### src/hdl/sam_pkg.sv
// package of constants and carriers for the sdram address mapper
package sam_pkg;

    localparam int SAM_ADDR_W = 28;
    localparam int SAM_BANK_W = 2;
    localparam int SAM_ROW_MAX_W = 13;
    localparam int SAM_COL_MAX_W = 11;
    localparam int SAM_BYTE_W = 2;
    localparam int SAM_SHIFT_W = 5;

    // field lengths in address bits
    localparam logic [4:0] SAM_BYTE_BITS_32 = 5'h2;
    localparam logic [4:0] SAM_BYTE_BITS_16 = 5'h1;
    localparam logic [4:0] SAM_COL_BITS_BASE = 5'h8;
    localparam logic [4:0] SAM_ROW_BITS_2K = 5'hb;
    localparam logic [4:0] SAM_ROW_BITS_4K = 5'hc;
    localparam logic [4:0] SAM_ROW_BITS_8K = 5'hd;
    localparam logic [4:0] SAM_BANK_BITS = 5'h2;

    // row count selection codes
    localparam logic [1:0] SAM_ROWS_2K = 2'h0;
    localparam logic [1:0] SAM_ROWS_4K = 2'h1;
    localparam logic [1:0] SAM_ROWS_8K = 2'h2;

    // column count selection codes: 256, 512, 1024, 2048
    localparam logic [1:0] SAM_COLS_256 = 2'h0;
    localparam logic [1:0] SAM_COLS_512 = 2'h1;
    localparam logic [1:0] SAM_COLS_1024 = 2'h2;
    localparam logic [1:0] SAM_COLS_2048 = 2'h3;

    typedef struct packed {
        logic bus16;
        logic [1:0] rowSel;
        logic [1:0] colSel;
    } sam_cfg_t;

    localparam sam_cfg_t SAM_CFG_RESET = '{bus16: 1'b0,
        rowSel: 2'h0, colSel: 2'h0};

    typedef struct packed {
        logic [SAM_BANK_W-1:0] bank;
        logic [SAM_ROW_MAX_W-1:0] row;
        logic [SAM_COL_MAX_W-1:0] col;
        logic [SAM_BYTE_W-1:0] byteSel;
    } sam_map_t;

    localparam sam_map_t SAM_MAP_RESET = '0;

endpackage : sam_pkg

### src/hdl/sam_address_mapper.sv
// sdram address mapper: cpu byte address to bank, row, column and lane
`timescale 1ns/100ps
//
// How it works
// 32-bit bus: two low bits select byte
// 16-bit bus: bit zero selects byte
// bank high bit to pin one, low to zero
// 2K rows: 11-bit row above column, bank above
// 4K rows: 12-bit row, bank directly above
// 8K rows: 13-bit row, bank directly above
// split chosen from held configuration register
// address bits above bank are ignored
module sam_address_mapper
    import sam_pkg::*;
(
    // clock and reset
    input wire logic clk,
    input wire logic rst,
    // configuration load
    input wire logic cfgLoad,
    input wire sam_cfg_t cfgIn,
    output sam_cfg_t cfgReg,
    // request from the system bus master
    input wire logic reqValid,
    input wire logic [SAM_ADDR_W-1:0] reqAddr,
    output logic reqReady,
    // mapped address to the command sequencer
    output logic outValid,
    input wire logic outReady,
    output sam_map_t outMap,
    output logic bankPinOne,
    output logic bankPinZero
);

    ////////////////////////////////////////////////////////////////////////
    // field geometry from the held configuration

    wire take = reqValid && reqReady;
    wire [4:0] byteBits;
    wire [4:0] colBits;
    wire [4:0] rowBits;
    wire [4:0] colShift;
    wire [4:0] rowShift;
    wire [4:0] bankShift;
    wire [SAM_COL_MAX_W-1:0] colField;
    wire [SAM_ROW_MAX_W-1:0] rowField;
    wire [SAM_BANK_W-1:0] bankField;
    wire [SAM_BYTE_W-1:0] byteField;
    sam_map_t next_map;

    // lane field width follows the data bus width
    assign byteBits = cfgReg.bus16 ? SAM_BYTE_BITS_16
                                   : SAM_BYTE_BITS_32;
    assign colBits = SAM_COL_BITS_BASE + {3'h0, cfgReg.colSel};
    assign rowBits = (cfgReg.rowSel == SAM_ROWS_4K) ? SAM_ROW_BITS_4K
                   : (cfgReg.rowSel == SAM_ROWS_8K) ? SAM_ROW_BITS_8K
                   : SAM_ROW_BITS_2K;
    assign colShift = byteBits;
    assign rowShift = colShift + colBits;
    assign bankShift = rowShift + rowBits;

    // lane select: bit zero only on a 16-bit bus
    assign byteField = cfgReg.bus16 ? {1'b0, reqAddr[0]}
                                    : reqAddr[1:0];

    ////////////////////////////////////////////////////////////////////////
    // field extraction; each slice masks everything above its length

    sam_field_slice #(.ADDR_W(SAM_ADDR_W), .MAXW(SAM_COL_MAX_W)) colSlice (
        .addr(reqAddr),
        .shift(colShift),
        .width(colBits),
        .field(colField)
    );

    sam_field_slice #(.ADDR_W(SAM_ADDR_W), .MAXW(SAM_ROW_MAX_W)) rowSlice (
        .addr(reqAddr),
        .shift(rowShift),
        .width(rowBits),
        .field(rowField)
    );

    // bits above the bank field never reach any output
    sam_field_slice #(.ADDR_W(SAM_ADDR_W), .MAXW(SAM_BANK_W)) bankSlice (
        .addr(reqAddr),
        .shift(bankShift),
        .width(SAM_BANK_BITS),
        .field(bankField)
    );

    assign next_map = '{bank: bankField, row: rowField, col: colField,
                        byteSel: byteField};

    ////////////////////////////////////////////////////////////////////////
    // handshake: one register stage, stalls when the sequencer stalls

    assign reqReady = !outValid || outReady;

    always_ff @(posedge clk or posedge rst) begin
        if (rst) begin
            cfgReg <= SAM_CFG_RESET;
        end else if (cfgLoad) begin
            cfgReg <= cfgIn;
        end
    end

    always_ff @(posedge clk or posedge rst) begin
        if (rst) begin
            outValid <= 1'b0;
        end else if (reqReady) begin
            outValid <= reqValid;
        end
    end

    always_ff @(posedge clk or posedge rst) begin
        if (rst) begin
            outMap <= SAM_MAP_RESET;
            bankPinOne <= 1'b0;
            bankPinZero <= 1'b0;
        end else if (take) begin
            outMap <= next_map;
            bankPinOne <= bankField[1];
            bankPinZero <= bankField[0];
        end
    end
endmodule : sam_address_mapper

### src/hdl/sam_field_slice.sv
// extracts one variable-position, variable-length field of an address
`timescale 1ns/100ps
module sam_field_slice #(
    parameter int ADDR_W = 28,
    parameter int MAXW = 13
) (
    // address and field placement
    input wire logic [ADDR_W-1:0] addr,
    input wire logic [4:0] shift,
    input wire logic [4:0] width,
    // extracted field, zero above its length
    output logic [MAXW-1:0] field
);
    wire [ADDR_W-1:0] shifted = addr >> shift;
    wire [MAXW-1:0] mask = ~({MAXW{1'b1}} << width);

    assign field = shifted[MAXW-1:0] & mask;

endmodule : sam_field_slice

### config.mk
export PLATFORM = sky130hd
export DESIGN_NAME = sam_address_mapper
export DESIGN_NICKNAME = d
export VERILOG_FILES = /design/src/hdl/sam_pkg.sv /design/src/hdl/sam_address_mapper.sv /design/src/hdl/sam_field_slice.sv
export SDC_FILE = /design/constraint.sdc
export NUM_CORES = 1
export LEC_CHECK = 0
export BUFFER_PORTS_ARGS = -buffer_cell sky130_fd_sc_hd__buf_2
export CORE_MARGIN = 3
export CORE_UTILIZATION = 30
export DETAILED_ROUTE_END_ITERATION = 8
export GPL_ROUTABILITY_DRIVEN = 0
export PLACE_DENSITY = 0.63
export SETUP_SLACK_MARGIN = 0.2
export SYNTH_ARGS = -nofsm -noshare
export SYNTH_HDL_FRONTEND = slang
export SYNTH_SLANG_ARGS = --single-unit
### constraint.sdc
create_clock -name clk -period 3.9 [get_ports clk]
set_input_delay 0.585 -clock clk [delete_from_list [all_inputs] [get_ports clk]]
set_output_delay 0.585 -clock clk [all_outputs]
set_load 0.01 [all_outputs]
==> reports/results.tsv, run 1 <==
metric	value	unit
run status	finished, final reports clean	
gr usage total	0.138	
CTS Hold Bufs	0	
Finished Layout Cells	384	
FF-to-FF End	outMap[27]	
largest net degree at the start of global routing	35	
DR vias/cell	5.03	
CTS clk-pin slew, worst paths	80	ps
Power Density	500	nW/um^2
hold crit path type	input pin to async pin	
max-cap viol count	0	
Max Slew Vio Count	0	
die area	8860	sq um
Synth cell types	36	
YS warnings	0	
Final Cycle Share	0.682	
startpoint types	flop	
drt pass-1 iters	4	
Arr. time, crit path	2830	ps
post-synthesis to final-layout area growth	23.1	%
share of post-route cells with drive strength above 1	0.396	
Post-Place Cell Area	2760	sq um
Clk pwr share	0.224	
via count	1933	
Clock Path Buffers	2	
TNS Setup	0	ps
Final setup viols	0	
filler cell count	743	
nets@finish	330	
CTS Root Buffer Type	clkbuf_8	
final wirelength	5810	um
Lkg Pwr	1.36	nW
GRT overflow	0	
switching part of the total power	0.352	
r2r setup slk	1240	ps
VDD IR max	0.000144	V
worst reg-to-reg path cell count	9	
initial core utilization	0.314	
#FFs+latches synth	34	
Max-Slew Margin vs Limit	0.389	
worst skew pair latency	290	ps
Layout Skew	14.1	ps
Critical Path End Type	flop	
post-route minimum period	2660	ps
post-CTS sizing	0	
residual DRC count	0	
die width	94.1	um
antenna violations before repair	0	
unrepaired setup endpoints after global routing	false	
vias in the first global route	1869	
CTS tree	built	
# clock sinks	34	
port bufs	74	
Routed WL per cell	15.1	um
n_diodes	0	
cell area after layout	2870	sq um
Final Hold Viols	0	
IO Pins	75	
clock buffer count from CTS	5	
combinational share of power	0.452	
post-synthesis sequential area ratio	0.365	
Pint	0.929	mW
most frequent cells in the layout	74 x buf_2, 42 x nand2_1, 34 x dfrtp_1	
Switching Power	0.505	mW
Crit Path Max Fanout	7	
WP data required	4070	ps
Mapped Area	2330	sq um
first-pass GRT wire length	9440	um
FF-to-FF Start	cfgReg[0]	
placed cells	376	
Crit Path Class	flop to flop	
initial DRC count	105	
Least-Margin Pin Slew	914	ps
die extent in y	94.1	um
Syn Area/Cell	10.8	sq um
sequential share of power	0.323	
HPWL after DPL	4530	um
Final ANT Viol Nets	0	
Synthesized Nets	262	
CTS H-Tree Depth	2	
core area	7410	sq um
postcts setup bufs	0	
Row Count	31	
Syn Inst Count	216	
commonest non-fill, non-tap cell in the layout	buf_2	
fmax	0.376	GHz
==> stage by stage <==
step                setup slack [ps]  total power [mW]  hold slack, ps   util
floorplan                        894             0.955             516      -
global placement                1330              1.11             457  0.373
detailed placement              1260              1.13             467  0.373
CTS                             1240              1.45             400  0.387
global route                    1090              1.53             432  0.387
finish                          1240              1.43             385  0.387
==> cells in the mapped netlist <==
cell type | n | area [sq um]
clkbuf_1 | 10 | 37.5
ha_1 | 7 | 87.6
dfrtp_1 | 34 | 851
mux4_2 | 19 | 428
or3_1 | 1 | 6.26
buf_4 | 3 | 22.5
nor2b_1 | 1 | 6.26
and2_0 | 1 | 6.26
inv_1 | 9 | 33.8
a31oi_1 | 11 | 68.8
a21o_1 | 1 | 7.51
nor2_1 | 11 | 41.3
nand2_1 | 42 | 158
mux4_1 | 2 | 52.6
a21oi_1 | 1 | 5.00
mux2i_1 | 16 | 160
mux2_2 | 4 | 45.0
o21a_1 | 1 | 7.51
a21boi_0 | 2 | 15.0
o21ai_0 | 14 | 70.1
fa_1 | 1 | 20.0
a32o_1 | 1 | 10.0
o221ai_1 | 1 | 8.76
a41oi_2 | 1 | 16.3
o22ai_1 | 1 | 6.26
o21ai_1 | 3 | 15.0
o211a_1 | 1 | 10.0
a22o_1 | 1 | 8.76
o31ai_1 | 2 | 15.0
and3_4 | 1 | 11.3
xnor2_1 | 1 | 8.76
a41oi_1 | 1 | 8.76
buf_6 | 3 | 33.8
o21bai_1 | 1 | 7.51
buf_2 | 3 | 15.0
nand2b_1 | 4 | 25.0
==> power by group through the flow <==
stage,combinational (mW),clock (mW),sequential (mW)
after floorplan,0.451,0,0.504
after global placement,0.644,0,0.469
after detailed placement,0.655,0,0.472
after CTS,0.657,0.331,0.465
after global routing,0.717,0.342,0.474
final,0.649,0.322,0.464
==> layer usage <==
layer / wire length, um / part of all wire / GRT usage / vias to the layer above
li1: - / - / - / 920
met1: 2450 / 0.42 / 0.175 / 936
met2: 2900 / 0.50 / 0.232 / 69
met3: 354 / 0.061 / 0.0304 / 8
met4: 103 / 0.018 / 0.0445 / 0
met5: 0 / 0 / 0 / -
==> sequential cells by signal, summed over array words and instances, names as in the netlist <==
name,cells
outValid,1
cfgReg,5
outMap,28
==> layout make-up <==
cell class,count,area (sq um),area share
Multi-Input combinational cell,154,1340,0.466
Sequential cell,34,851,0.297
Timing Repair Buffer,80,415,0.145
Tap cell,99,124,0.0432
Clock buffer,5,68.8,0.0240
Clock inverter,3,40.0,0.0140
Inverter,9,33.8,0.0118
==> critical path: stages, from the launching register on <==
cell and delay, ps:
dfrtp_1 420, ha_1 210, inv_1 60, fa_1 430
xnor2_1 150, ha_1 450, mux4_2 360, and3_4 200
a41oi_2 170, o21ai_1 80
==> cell families (layout without fill, tap and decap cells) <==
logic type / Yosys count / after routing / share of synthesized area
mux: 41 / 41 / 0.294
xor+xnor: 1 / 1 / 0.00376
buf+inv: 28 / 97 / 0.0612
fa+ha+maj: 8 / 8 / 0.0462
flops: 34 / 34 / 0.365
simple gates: 61 / 61 / 0.109
compound gates: 43 / 43 / 0.120
==> worst max path at each step <==
stage               from          to  cells past startpoint
2_1_floorplan  cfgReg[4]  outMap[27]                     12
3_5_place_dp   cfgReg[0]  outMap[27]                      9
5_1_grt        cfgReg[0]  outMap[26]                      9
4_1_cts        cfgReg[0]  outMap[27]                      9
3_3_place_gp   cfgReg[0]  outMap[27]                      9
6_report       cfgReg[0]  outMap[27]                      9
(Power assumes the default switching activity.)
==> inputs of run 2 (changes only) <==
Settings changed: PLACE_DENSITY 0.63 to 0.65.
Clock period 3.9 ns to 2.35 ns, I/O delays scaled along.
==> run 2 against run 1 <==
Net effect:
- via count is 1.6% higher
- critical path depth unchanged
- worst hold slack worse by 230 ps
- count of clock-buffer cells in the layout up 1
- sequential power grew 66%
- sequential cell count stayed put
- non-clock buffer count grew 12
- wire length up 6.1%
- combinational power rose by 96%
- cell count grew 3.1%
==> reports/results.tsv, run 2 (synthesis gave the netlist of run 1 again) <==
metric	value	unit
unrepaired setup endpoints after global routing	true	
worst skew pair latency	290	ps
hold crit path type	input pin to async pin	
CTS tree	built	
FF-to-FF End	outMap[26]	
IO Pins	75	
sequential share of power	0.284	
Worst Path Buf+Inv	1	
port bufs	74	
CTS H-Tree Depth	2	
CTS clk-pin slew, worst paths	80	ps
Crit Path Max Fanout	3	
initial core utilization	0.314	
DR vias/cell	4.96	
fmax	0.427	GHz
Routed WL per cell	15.6	um
Critical Path End Type	flop	
via count	1964	
Worst path depth	9	
Layout Skew	7.70	ps
first-pass GRT wire length	9990	um
core area	7410	sq um
Top Registers	outMap (28), cfgReg (5), outValid (1)	
Final Util	0.416	
VDD IR max	0.000294	V
Worst path top cell family by delay	adder cells	
Clk pwr share	0.249	
initial DRC count	98	
n_diodes	0	
post-synthesis to final-layout area growth	32.4	%
die area	8860	sq um
Pint	1.83	mW
Switching Power	0.894	mW
HPWL after DPL	4620	um
commonest non-fill, non-tap cell in the layout	buf_2	
# clock sinks	34	
antenna violations before repair	0	
GRT overflow	0	
gr usage total	0.145	
Clock Path Buffers	2	
nets@finish	342	
final wirelength	6160	um
die width	94.1	um
Power Density	881	nW/um^2
post-route minimum period	2340	ps
Row Count	31	
Crit path largest cell delay	450	ps
Crit Path Class	flop to flop	
most frequent cells in the layout	74 x buf_2, 42 x nand2_1, 33 x dfrtp_1	
Max Slew Vio Count	0	
final total power	2.72	mW
TNS Setup	0	ps
Slowest-stage cell, CP	fa_2	
CTS Hold Bufs	0	
Final Cycle Share	0.996	
Arr. time, crit path	2520	ps
filler cell count	711	
Final Hold Viols	0	
max-cap viol count	0	
cell mode on critical path	ha_4	
Largest register FFs	28	
r2r setup slk	8	ps
worst reg-to-reg path cell count	9	
critical path, cell by cell	ha_4 -> inv_4 -> fa_2 -> xnor2_2 -> ha_4 -> mux4_2 -> o211a_1 -> a41oi_2 -> o21ai_1	
Max-Slew Margin vs Limit	0.558	
switching part of the total power	0.329	
drt pass-1 iters	4	
run status	finished, final reports clean	
combinational share of power	0.467	
residual DRC count	0	
largest net degree at the start of global routing	35	
Least-Margin Pin Slew	662	ps
Lkg Pwr	1.45	nW
FF-to-FF Start	cfgReg[4]	
CTS Root Buffer Type	clkbuf_8	
vias in the first global route	1958	
startpoint types	flop	
Final setup viols	0	
die extent in y	94.1	um
Largest Register	outMap	
clock buffer count from CTS	5	
WP data required	2530	ps
share of post-route cells with drive strength above 1	0.451	
Final ANT Viol Nets	0	
run 2: cell types whose count changed in the layout (fill, tap and decap cells not counted), moves of 2 or more:
cell and delta:
buf_4 +9, clkinv_2 -2, ha_1 -2, ha_4 +2
run 2: how the worst max path moves through the flow:
stage	from	to	slack, ps
after floorplan	cfgReg[0]	outMap[26]	-390
after global placement	cfgReg[4]	outMap[27]	8
after detailed placement	cfgReg[4]	outMap[26]	-90
after CTS	cfgReg[4]	outMap[26]	-30
after global routing	cfgReg[0]	outMap[26]	-120
final	cfgReg[4]	outMap[26]	8
run 2: final cells by class:
type	count	area [sq um]	share of cell area
tap	99	124	0.0401
inverter	9	36.3	0.0118
multi-input combinational	154	1380	0.449
clock buffer	6	82.6	0.0268
sequential	34	852	0.276
clock inverter	2	60.1	0.0195
timing repair buffer	92	547	0.177
run 2: tightest hold or removal path, stage by stage:
cell,delay [ps]
buf_2,90
inv_1,40
buf_4,390
run 2: metal layers:
| layer | wire length, um | vias up | track usage | part of all wire |
|---|---|---|---|---|
| li1 | - | 950 | - | - |
| met1 | 2690 | 944 | 0.194 | 0.44 |
| met2 | 3050 | 66 | 0.244 | 0.49 |
| met3 | 384 | 4 | 0.0264 | 0.062 |
| met4 | 38 | 0 | 0.0325 | 0.0062 |
| met5 | 0 | - | 0 | 0 |
run 2: power by group through the flow:
stage / clock, mW / combinational (mW) / sequential (mW)
2_1_floorplan: 0 / 0.803 / 0.838
3_3_place_gp: 0 / 1.12 / 0.779
3_5_place_dp: 0 / 1.14 / 0.785
4_1_cts: 0.701 / 1.25 / 0.773
5_1_grt: 0.722 / 1.40 / 0.792
6_report: 0.678 / 1.27 / 0.771
run 2: metrics by stage:
step / setup slack (ps) / area (sq um) / instances / hold WS (ps)
after floorplan: -388 / 2370 / 216 / 461
after global placement: 7.78 / 2830 / 383 / 458
after detailed placement: -90.3 / 2830 / 383 / 466
after CTS: -32.7 / 3060 / 396 / 167
after global routing: -119 / 3090 / 396 / 219
final: 8.42 / 3090 / 396 / 156
run 2: timing repair:
| item | in CTS | in global routing |
|---|---|---|
| pin swaps | 6 | 5 |
| hold endpoints to repair | 0 | 0 |
| setup buffers | 4 | 0 |
| gates resized for setup | 6 | 4 |
| cloned | 1 | 0 |
| endpoints found under the setup margin | 11 | 15 |
